## config.mk

```make
export PLATFORM = sky130hd
export DESIGN_NAME = comparator_control
export DESIGN_NICKNAME = d
export VERILOG_FILES = /design/src/logic/comparator_pkg.sv /design/src/logic/comparator_channel.sv /design/src/logic/comparator_control.sv
export SDC_FILE = /design/constraint.sdc
export NUM_CORES = 1
export LEC_CHECK = 0
export ABC_AREA = 1
export BUFFER_PORTS_ARGS = -buffer_cell sky130_fd_sc_hd__buf_2
export CAP_MARGIN = 20
export CORE_AREA = 5 5 104 106
export CTS_BUF_LIST = sky130_fd_sc_hd__clkbuf_4 sky130_fd_sc_hd__clkbuf_8
export CTS_CLUSTER_DIAMETER = 120
export CTS_CLUSTER_SIZE = 20
export DETAILED_ROUTE_END_ITERATION = 7
export DIE_AREA = 0 0 109 111
export GPL_TIMING_DRIVEN = 0
export PLACE_DENSITY_LB_ADDON = 0.1
export SLEW_MARGIN = 20
export SYNTH_ARGS = -nofsm -noshare
export SYNTH_HDL_FRONTEND = slang
export SYNTH_HIERARCHICAL = 1
export SYNTH_SLANG_ARGS = --single-unit
```

## constraint.sdc

```tcl
create_clock -name clk_in -period 1.6 [get_ports clk_in]
set_input_delay 0.08 -clock clk_in [delete_from_list [all_inputs] [get_ports clk_in]]
set_output_delay 0.08 -clock clk_in [all_outputs]
set_load 0.02 [all_outputs]
```

## src/logic/comparator_pkg.sv

```systemverilog
package comparator_pkg;

    // Number of comparators served by one register map.
    localparam int NUM_COMP = 3;

    // Byte offsets of the word-aligned registers on the bus.
    localparam logic [7:0] CTRL0_OFFSET  = 8'h00;
    localparam logic [7:0] CTRL1_OFFSET  = 8'h04;
    localparam logic [7:0] CTRL2_OFFSET  = 8'h08;
    localparam logic [7:0] STATUS_OFFSET = 8'h0C;
    localparam logic [7:0] FLAG_OFFSET   = 8'h10;
    localparam logic [7:0] IST_OFFSET    = 8'h14;
    localparam logic [7:0] MASK_OFFSET   = 8'h18;

    // Control register field positions.
    localparam int ON_BIT   = 7;
    localparam int PIN_BIT  = 6;
    localparam int INV_BIT  = 5;
    localparam int EDGE_HI  = 4;
    localparam int EDGE_LO  = 3;
    localparam int PLUS_BIT = 2;
    localparam int MINUS_HI = 1;
    localparam int MINUS_LO = 0;

    // Result bits sit in the top three bits of the status register.
    localparam int STATUS_LSB = 5;
    localparam int STATUS_MSB = 7;

    // Reset values.
    localparam logic [7:0] CTRL_RESET  = 8'h00;
    localparam logic [2:0] FLAG_RESET  = 3'h0;
    localparam logic [2:0] IST_RESET   = 3'h0;
    localparam logic [2:0] MASK_RESET  = 3'h0;

    // Event edge select codes.
    localparam logic [1:0] EDGE_NONE = 2'h0;
    localparam logic [1:0] EDGE_RISE = 2'h1;
    localparam logic [1:0] EDGE_FALL = 2'h2;
    localparam logic [1:0] EDGE_ANY  = 2'h3;

    // Minus channel select codes.
    localparam logic [1:0] MINUS_B        = 2'h0;
    localparam logic [1:0] MINUS_C        = 2'h1;
    localparam logic [1:0] MINUS_SHARED   = 2'h2;
    localparam logic [1:0] MINUS_BANDGAP  = 2'h3;

    // One-hot positions of the minus input route.
    localparam int ROUTE_B       = 0;
    localparam int ROUTE_C       = 1;
    localparam int ROUTE_SHARED  = 2;
    localparam int ROUTE_SECOND  = 3;
    localparam int ROUTE_BANDGAP = 4;
    localparam int ROUTE_W       = 5;

endpackage
```

## src/logic/comparator_channel.sv

```systemverilog
module comparator_channel (
    input  wire logic       clk_in,        // System clock.
    input  wire logic       rst_in,        // Asynchronous reset.
    input  wire logic       raw_in,        // Raw analog comparator output.
    input  wire logic       enable_in,     // Comparator switched on.
    input  wire logic       invert_in,     // Output polarity inversion.
    input  wire logic [1:0] edge_sel_in,   // Event edge select.
    output logic            result_out,    // Result after polarity.
    output logic            event_out      // One-cycle event pulse.
);

    typedef struct packed {
        logic [2:0] sync;
        logic       held;
        logic       result;
        logic       event_p;
    } chan_state_type;

    chan_state_type state_reg;
    chan_state_type state_next;

    always_comb begin
        state_next = state_reg;
        state_next.sync = {state_reg.sync[1:0], raw_in};
        // A level is accepted once the last two stages agree; the first
        // stage is never looked at, as it may still be metastable.
        if (enable_in && state_reg.sync[1] == state_reg.sync[2]) begin
            state_next.held = state_reg.sync[2];
        end
        // While off the last accepted level is frozen, so switching off
        // raises no event of its own.
        state_next.result = state_next.held ^ invert_in;
        case (edge_sel_in)
            comparator_pkg::EDGE_RISE: begin
                state_next.event_p = state_next.result & ~state_reg.result;
            end
            comparator_pkg::EDGE_FALL: begin
                state_next.event_p = ~state_next.result & state_reg.result;
            end
            comparator_pkg::EDGE_ANY: begin
                state_next.event_p = state_next.result ^ state_reg.result;
            end
            default: begin
                state_next.event_p = 1'b0;
            end
        endcase
    end

    always_ff @(posedge clk_in or posedge rst_in) begin
        if (rst_in) begin
            state_reg <= '0;
        end else begin
            state_reg <= state_next;
        end
    end

    assign result_out = state_reg.result;
    assign event_out  = state_reg.event_p;

    none_event_a : assert property (
        @(posedge clk_in) disable iff (rst_in)
        (edge_sel_in == comparator_pkg::EDGE_NONE) |=> !event_out)
        else $error("event raised with edge select off");

    rise_only_a : assert property (
        @(posedge clk_in) disable iff (rst_in)
        (edge_sel_in == comparator_pkg::EDGE_RISE && $rose(state_next.result))
        |=> event_out && result_out)
        else $error("rising edge did not raise event");

    off_hold_a : assert property (
        @(posedge clk_in) disable iff (rst_in)
        (!enable_in && $stable(invert_in)) |=> $stable(result_out))
        else $error("result moved while comparator off");

    invert_flip_a : assert property (
        @(posedge clk_in) disable iff (rst_in)
        $changed(invert_in) |=> $changed(result_out))
        else $error("polarity change did not flip result");

endmodule // comparator_channel

```

## src/logic/comparator_control.sv

```systemverilog
// The address map and the AHB-Lite register port were decided locally.
module comparator_control #(
    parameter bit SMALL_PACKAGE = 1'b0    // Reduced pin package variant.
) (
    input  wire logic            clk_in,                  // Clock.
    input  wire logic            rst_in,                  // Async reset.
    input  wire logic            hsel_in,                 // Slave select.
    input  wire logic [31:0]     haddr_in,                // Address.
    input  wire logic [1:0]      htrans_in,               // Transfer type.
    input  wire logic            hwrite_in,               // Write.
    input  wire logic [2:0]      hsize_in,                // Size, word only.
    input  wire logic [31:0]     hwdata_in,               // Write data.
    input  wire logic            hready_in,               // Bus ready.
    output logic      [31:0]     hrdata_out,              // Read data.
    output logic                 hreadyout_out,           // Slave ready.
    output logic                 hresp_out,               // Response.
    input  wire logic [2:0]      raw_result_in,           // Raw results.
    output logic      [2:0]      comparator_on_out,       // Power on.
    output logic      [2:0]      plus_source_select_out,  // 1 ladder.
    output logic      [2:0][4:0] minus_route_out,         // Minus one-hot.
    output logic      [2:0]      result_pin_out,          // Pin level.
    output logic      [2:0]      result_pin_oe_out,       // Pin enable.
    output logic      [2:0]      edge_event_flag_out,     // Event flags.
    output logic                 irq_out                  // Interrupt.
);

    typedef struct packed {
        logic [2:0][7:0]                         ctrl;
        logic [2:0]                              flag;
        logic [2:0]                              ist;
        logic [2:0]                              mask;
        logic                                    wr_pend;
        logic [7:0]                              wr_addr;
        logic [7:0]                              rdata;
        logic [2:0][comparator_pkg::ROUTE_W-1:0] route;
        logic                                    irq;
    } ctl_state_type;

    ctl_state_type state_reg;
    ctl_state_type state_next;

    logic [2:0] result_bits;
    logic [2:0] events;
    logic [2:0] auto_set;
    logic       addr_phase;

    // Per-comparator synchroniser, hold and event detector.
    for (genvar i = 0; i < comparator_pkg::NUM_COMP; i++) begin : g_chan
        comparator_channel u_chan (
            .clk_in      (clk_in),
            .rst_in      (rst_in),
            .raw_in      (raw_result_in[i]),
            .enable_in   (state_reg.ctrl[i][comparator_pkg::ON_BIT]),
            .invert_in   (state_reg.ctrl[i][comparator_pkg::INV_BIT]),
            .edge_sel_in (state_reg.ctrl[i][comparator_pkg::EDGE_HI:
                                            comparator_pkg::EDGE_LO]),
            .result_out  (result_bits[i]),
            .event_out   (events[i])
        );
    end

    assign addr_phase = hsel_in && hready_in && htrans_in[1];

    always_comb begin
        state_next = state_reg;
        auto_set = 3'h0;
        state_next.wr_pend = 1'b0;

        // Write data phase: the address was captured one cycle earlier.
        if (state_reg.wr_pend) begin
            if (state_reg.wr_addr == comparator_pkg::CTRL0_OFFSET) begin
                state_next.ctrl[0] = hwdata_in[7:0];
            end else if (state_reg.wr_addr ==
                         comparator_pkg::CTRL1_OFFSET) begin
                state_next.ctrl[1] = hwdata_in[7:0];
            end else if (state_reg.wr_addr ==
                         comparator_pkg::CTRL2_OFFSET) begin
                state_next.ctrl[2] = hwdata_in[7:0];
            end else if (state_reg.wr_addr ==
                         comparator_pkg::FLAG_OFFSET) begin
                // Writing a one raises a flag by hand; a zero clears it.
                state_next.flag = hwdata_in[2:0];
            end else if (state_reg.wr_addr ==
                         comparator_pkg::IST_OFFSET) begin
                state_next.ist = state_reg.ist & ~hwdata_in[2:0];
            end else if (state_reg.wr_addr ==
                         comparator_pkg::MASK_OFFSET) begin
                state_next.mask = hwdata_in[2:0];
            end
            // Status and unmapped offsets drop the write.
            for (int i = 0; i < comparator_pkg::NUM_COMP; i++) begin
                if (state_reg.wr_addr == comparator_pkg::CTRL0_OFFSET +
                        8'(4 * i) &&
                    hwdata_in[comparator_pkg::EDGE_HI:
                              comparator_pkg::EDGE_LO] ==
                        comparator_pkg::EDGE_ANY) begin
                    auto_set[i] = 1'b1;
                end
            end
        end

        // Hardware sets come last so they win over a same-cycle clear.
        state_next.flag = state_next.flag | events | auto_set;
        state_next.ist  = state_next.ist | events | auto_set;

        if (addr_phase) begin
            if (hwrite_in) begin
                state_next.wr_pend = 1'b1;
                state_next.wr_addr = haddr_in[7:0];
            end else begin
                // Read data is taken from the updated copy so a read
                // right behind a write sees the written value.
                if (haddr_in[7:0] == comparator_pkg::CTRL0_OFFSET) begin
                    state_next.rdata = state_next.ctrl[0];
                end else if (haddr_in[7:0] ==
                             comparator_pkg::CTRL1_OFFSET) begin
                    state_next.rdata = state_next.ctrl[1];
                end else if (haddr_in[7:0] ==
                             comparator_pkg::CTRL2_OFFSET) begin
                    state_next.rdata = state_next.ctrl[2];
                end else if (haddr_in[7:0] ==
                             comparator_pkg::STATUS_OFFSET) begin
                    state_next.rdata = {result_bits, 5'h00};
                end else if (haddr_in[7:0] ==
                             comparator_pkg::FLAG_OFFSET) begin
                    state_next.rdata = {5'h00, state_next.flag};
                end else if (haddr_in[7:0] ==
                             comparator_pkg::IST_OFFSET) begin
                    state_next.rdata = {5'h00, state_next.ist};
                end else if (haddr_in[7:0] ==
                             comparator_pkg::MASK_OFFSET) begin
                    state_next.rdata = {5'h00, state_next.mask};
                end else begin
                    state_next.rdata = 8'h00;
                end
            end
        end

        // Minus input routing; routes missing on the small package are
        // left open rather than falling back to another pin.
        for (int i = 0; i < comparator_pkg::NUM_COMP; i++) begin
            state_next.route[i] = '0;
            case (state_next.ctrl[i][comparator_pkg::MINUS_HI:
                                     comparator_pkg::MINUS_LO])
                comparator_pkg::MINUS_B: begin
                    state_next.route[i][comparator_pkg::ROUTE_B] = 1'b1;
                end
                comparator_pkg::MINUS_C: begin
                    state_next.route[i][comparator_pkg::ROUTE_C] =
                        !(SMALL_PACKAGE && i != 2);
                end
                comparator_pkg::MINUS_SHARED: begin
                    if (i == 1) begin
                        state_next.route[i][comparator_pkg::ROUTE_SECOND] =
                            !SMALL_PACKAGE;
                    end else begin
                        state_next.route[i][comparator_pkg::ROUTE_SHARED] =
                            1'b1;
                    end
                end
                default: begin
                    state_next.route[i][comparator_pkg::ROUTE_BANDGAP] =
                        1'b1;
                end
            endcase
        end

        state_next.irq = |(state_next.ist & state_next.mask);
    end

    always_ff @(posedge clk_in or posedge rst_in) begin
        if (rst_in) begin
            state_reg.ctrl    <= {3{comparator_pkg::CTRL_RESET}};
            state_reg.flag    <= comparator_pkg::FLAG_RESET;
            state_reg.ist     <= comparator_pkg::IST_RESET;
            state_reg.mask    <= comparator_pkg::MASK_RESET;
            state_reg.wr_pend <= 1'b0;
            state_reg.wr_addr <= 8'h00;
            state_reg.rdata   <= 8'h00;
            state_reg.route   <= '0;
            state_reg.irq     <= 1'b0;
        end else begin
            state_reg <= state_next;
        end
    end

    assign hrdata_out    = {24'h000000, state_reg.rdata};
    assign hreadyout_out = 1'b1;
    assign hresp_out     = 1'b0;
    assign irq_out       = state_reg.irq;
    assign edge_event_flag_out = state_reg.flag;
    assign minus_route_out     = state_reg.route;

    for (genvar i = 0; i < comparator_pkg::NUM_COMP; i++) begin : g_out
        assign comparator_on_out[i] =
            state_reg.ctrl[i][comparator_pkg::ON_BIT];
        assign plus_source_select_out[i] =
            state_reg.ctrl[i][comparator_pkg::PLUS_BIT];
        // The pin follows the same polarity-corrected result as status.
        assign result_pin_out[i] = result_bits[i];
        assign result_pin_oe_out[i] =
            state_reg.ctrl[i][comparator_pkg::ON_BIT] &&
            state_reg.ctrl[i][comparator_pkg::PIN_BIT];
    end

    auto_flag_a : assert property (
        @(posedge clk_in) disable iff (rst_in)
        (state_reg.wr_pend &&
         state_reg.wr_addr == comparator_pkg::CTRL0_OFFSET &&
         hwdata_in[comparator_pkg::EDGE_HI:comparator_pkg::EDGE_LO] ==
             comparator_pkg::EDGE_ANY)
        |=> edge_event_flag_out[0])
        else $error("any-change select did not set event flag");

    flag_sticky_a : assert property (
        @(posedge clk_in) disable iff (rst_in)
        (edge_event_flag_out[1] &&
         !(state_reg.wr_pend &&
           state_reg.wr_addr == comparator_pkg::FLAG_OFFSET))
        |=> edge_event_flag_out[1])
        else $error("event flag dropped without a write");

    status_read_a : assert property (
        @(posedge clk_in) disable iff (rst_in)
        (addr_phase && !hwrite_in &&
         haddr_in[7:0] == comparator_pkg::STATUS_OFFSET)
        |=> hrdata_out[4:0] == 5'h00 &&
            hrdata_out[7:5] == $past(result_bits))
        else $error("status read returned wrong layout");

    pin_drive_a : assert property (
        @(posedge clk_in) disable iff (rst_in)
        (state_reg.wr_pend &&
         state_reg.wr_addr == comparator_pkg::CTRL0_OFFSET &&
         hwdata_in[7:6] == 2'h1)
        |=> !result_pin_oe_out[0] ##1 !result_pin_oe_out[0] ||
            state_reg.wr_pend)
        else $error("pin driven while comparator off");

    second_route_a : assert property (
        @(posedge clk_in) disable iff (rst_in)
        !minus_route_out[1][comparator_pkg::ROUTE_SHARED] &&
        !minus_route_out[0][comparator_pkg::ROUTE_SECOND])
        else $error("shared minus route on wrong comparator");

    small_pkg_a : assert property (
        @(posedge clk_in) disable iff (rst_in)
        SMALL_PACKAGE |-> !minus_route_out[0][comparator_pkg::ROUTE_C] &&
                          !minus_route_out[1][comparator_pkg::ROUTE_C] &&
                          !minus_route_out[1][comparator_pkg::ROUTE_SECOND])
        else $error("absent pin routed on small package");

    reset_off_a : assert property (
        @(posedge clk_in) disable iff (1'b0)
        rst_in |=> comparator_on_out == 3'h0 && !irq_out)
        else $error("comparator on after reset");

    irq_level_a : assert property (
        @(posedge clk_in) disable iff (rst_in)
        (|(events & state_reg.mask)) |=> irq_out [*2])
        else $error("unmasked event did not hold interrupt");

endmodule // comparator_control

```

==> impl_metrics.py <==
metrics = {
    "clock_network": {
        "clkSinkCount": 81,
        "numCtsBuffers": 9,
        "clk_pin_slew_worst_paths_ns": 0.08,
        "h-tree-depth": 3,
        "clkLatencyLatePin_ns": 0.35,
        "cts_buffer_depth": 2,
        "clock-root-buffer": "clkbuf_8",
        "tritoncts": "built",
    },
    "die": {
        "coreArea_mm2": 0.00968,
        "io_pins": 142,
        "die_x_um": 109,
        "row_count": 36,
        "die_h_um": 111,
        "die-area_mm2": 0.0121,
        "initial_utilization_pct": 47.2,
    },
    "yosys": {
        "synth-seq-area-share_pct": 44.4,
        "synth_edf_count": 0,
        "synth_area_per_cell_um2": 8.26,
        "synth_top_area_share_pct": 44.4,
        "syn_inst": 553,
        "synth.distinct_cells": 29,
        "ys.flop_type": "dfrtp_1",
        "async_reset_ff_share_pct": 100,
        "yosys-top-cells-area": "dfrtp_1, nand2_1, buf_4, inv_1, nand3_1",
        "synthesis.area_mm2": 0.00457,
        "synth_most_common_cell": "nand2_1",
        "ys_ff_latch": 81,
        "yosysWarningCount": 6,
        "yosys.area.top_type": "dfrtp_1",
        "synth_common_cells": "nand2_1, dfrtp_1, inv_1",
    },
    "pwr": {
        "power_leakage_nw": 3.27,
        "finalPower_mw": 5.31,
        "ir_drop_v": 0.000522,
        "power_density_mw_per_mm2": 927,
    },
    "placed_design": {
        "placed_area_mm2": 0.00519,
        "dp_slack_ns": -0.229,
        "post-dp-hpwl_mm": 8.10,
        "io_buffers": 60,
        "dp_cells": 775,
        "gp_congestion": 0.888,
    },
    "timing": {
        "finalHoldViolations": 0,
        "finClkSkew_ns": 0.0105,
        "hold_ws_ns": 0.0273,
        "finalMaxSlewViolations": 0,
        "fin_crit_ns": 1.72,
        "fin_ws_ns": -0.119,
        "tightestPinTransition_ns": 0.758,
        "tns_ns": -0.644,
        "relSlewSlack_pct": 49.3,
        "setup_violations": 8,
        "rsz0062_at_grt": "yes",
        "clock.fmax_ghz": 0.582,
        "fin_crit_sh_pct": 107,
    },
    "routing": {
        "first_pass_iters": 4,
        "via_count": 3682,
        "route.antenna.remaining_nets": 0,
        "drt_iter0_drc": 81,
        "wl_per_cell_um": 12.9,
        "vias_per_cell": 4.51,
        "routed_wirelength_mm": 10.5,
        "drc": 0,
    },
    "cells_and_area": {
        "nets": 759,
        "syn_to_final_growth_pct": 25.4,
        "instances_no_fill": 816,
        "largest_reg_flops": 33,
        "fillers": 919,
        "drive_gt1_share_pct": 35.7,
        "fin_util_pct": 59.2,
        "n_antenna_cell": 0,
        "design_area_mm2": 0.00573,
    },
    "worst_setup_path": {
        "end_kind": "register",
        "critPathArrivalTime_ns": 1.96,
        "worstSetupPathType": "register to register",
        "start_kind": "register",
        "required_ns": 1.84,
        "ff2ff_setup_slack_ns": -0.12,
        "crit_fanout": 10,
    },
    "global_route": {
        "overflow": 0,
        "grt_pass1_vias": 3672,
        "grt.total_usage_pct": 18.7,
        "grt_max_degree": 27,
        "gr-usage-met2_pct": 32.1,
        "grt_pass1_wl_mm": 17.7,
        "busiest_layer": "met2",
        "grt_util_met1_pct": 23.3,
        "antenna_found_initial": 0,
        "use_met3_pct": 2.80,
    },
    "min_path": {
        "hold_path.class": "input port to register",
    },
    "status": {
        "violations": "negative setup slack",
        "status": "finished, violations left",
    },
    "job": {
        "maxCapViolCount": 0,
    },
}
-- critical path, stage by stage, from the launching register on --
cell and delay, ns:
dfrtp_1 0.42, nor2_2 0.14, nand2_4 0.12, nor2_2 0.21, nand2_4 0.12, buf_8 0.17, o211ai_1 0.15, nand4_1 0.10
nand2_1 0.12, nand2_1 0.06
-- cells by family after synthesis --
| kind of cell | after synthesis | synth area share (%) |
|---|---|---|
| AND/OR/NAND/NOR | 271 | 30.3 |
| buffers and inverters | 153 | 18.0 |
| flip-flops | 81 | 44.4 |
| AO/OA/AOI/OAI | 43 | 6.33 |
| adder cells (fa/ha/maj) | 3 | 0.822 |
| other | 2 | 0.164 |
-- final timing paths --
path                                                          start                                  endpoint  depth (start not counted)
hold reg to reg            g_chan[2].u_chan/state_next[4]$_DFF_PP0_  g_chan[2].u_chan/state_next[5]$_DFF_PP0_                          0
setup / recovery                          state_reg[28]$_DFFE_PP0P_                 hrdata_out[5]$_DFFE_PP0P_                          9
min in group asynchronous                                    rst_in   g_chan[0].u_chan/state_reg[2]$_DFF_PP0_                          3
max in group asynchronous                                    rst_in          edge_event_flag_out[1]$_DFF_PP0_                          5
setup reg to reg                          state_reg[28]$_DFFE_PP0P_                 hrdata_out[5]$_DFFE_PP0P_                          9
hold / removal                                         hwdata_in[5]                   state_reg[63]$_DFF_PP0_                          2
-- area by class of cell --
class	count	area [um^2]	share of cell area (%)
Clock buffer	13	166	2.90
Clock inverter	2	13.8	0.240
Timing Repair Buffer	88	613	10.7
Buffer	63	488	8.52
Inverter	90	349	6.09
Tap cell	133	166	2.90
Multi-Input combinational cell	346	1910	33.3
Sequential cell	81	2030	35.4
-- cells in the final DEF (no fill, tap or decap), types with 5 or more instances in the layout --
cell type,instances
nor2_4,5
nand3_1,24
clkbuf_8,11
dlygate4sd3_1,13
buf_2,60
nand4_1,9
inv_2,11
inv_1,75
nor2_2,7
o211ai_1,7
buf_4,68
nand2_2,19
dfrtp_1,81
nand2_1,140
nand2_4,15
conb_1,29
o21a_1,8
o21ai_2,10
nand3_2,11
nor2_1,32
o21ai_0,11
-- power by group --
| group | total [mW] | switching (mW) | internal (mW) | leakage [nW] |
|---|---|---|---|---|
| logic | 1.46 | 0.878 | 0.577 | 2.19 |
| clock network | 1.40 | 0.726 | 0.677 | 0.0963 |
| registers | 2.45 | 0.173 | 2.28 | 0.988 |
-- metal layers --
metal	wire [um]	vias to the layer above
met1	4500	1722
met3	410	17
met5	0	-
met4	244	0
li1	-	1868
met2	5390	75
-- repair_timing --
action                                  CTS  global route
gates resized for setup                  24            11
hold buffers                             13             0
endpoints found under the setup margin   10            15
cloned                                    1             0
pin swaps                                 8             3
setup buffers                            10             2
hold endpoints to repair                 46             0
Power figures use the tool's default switching activity.
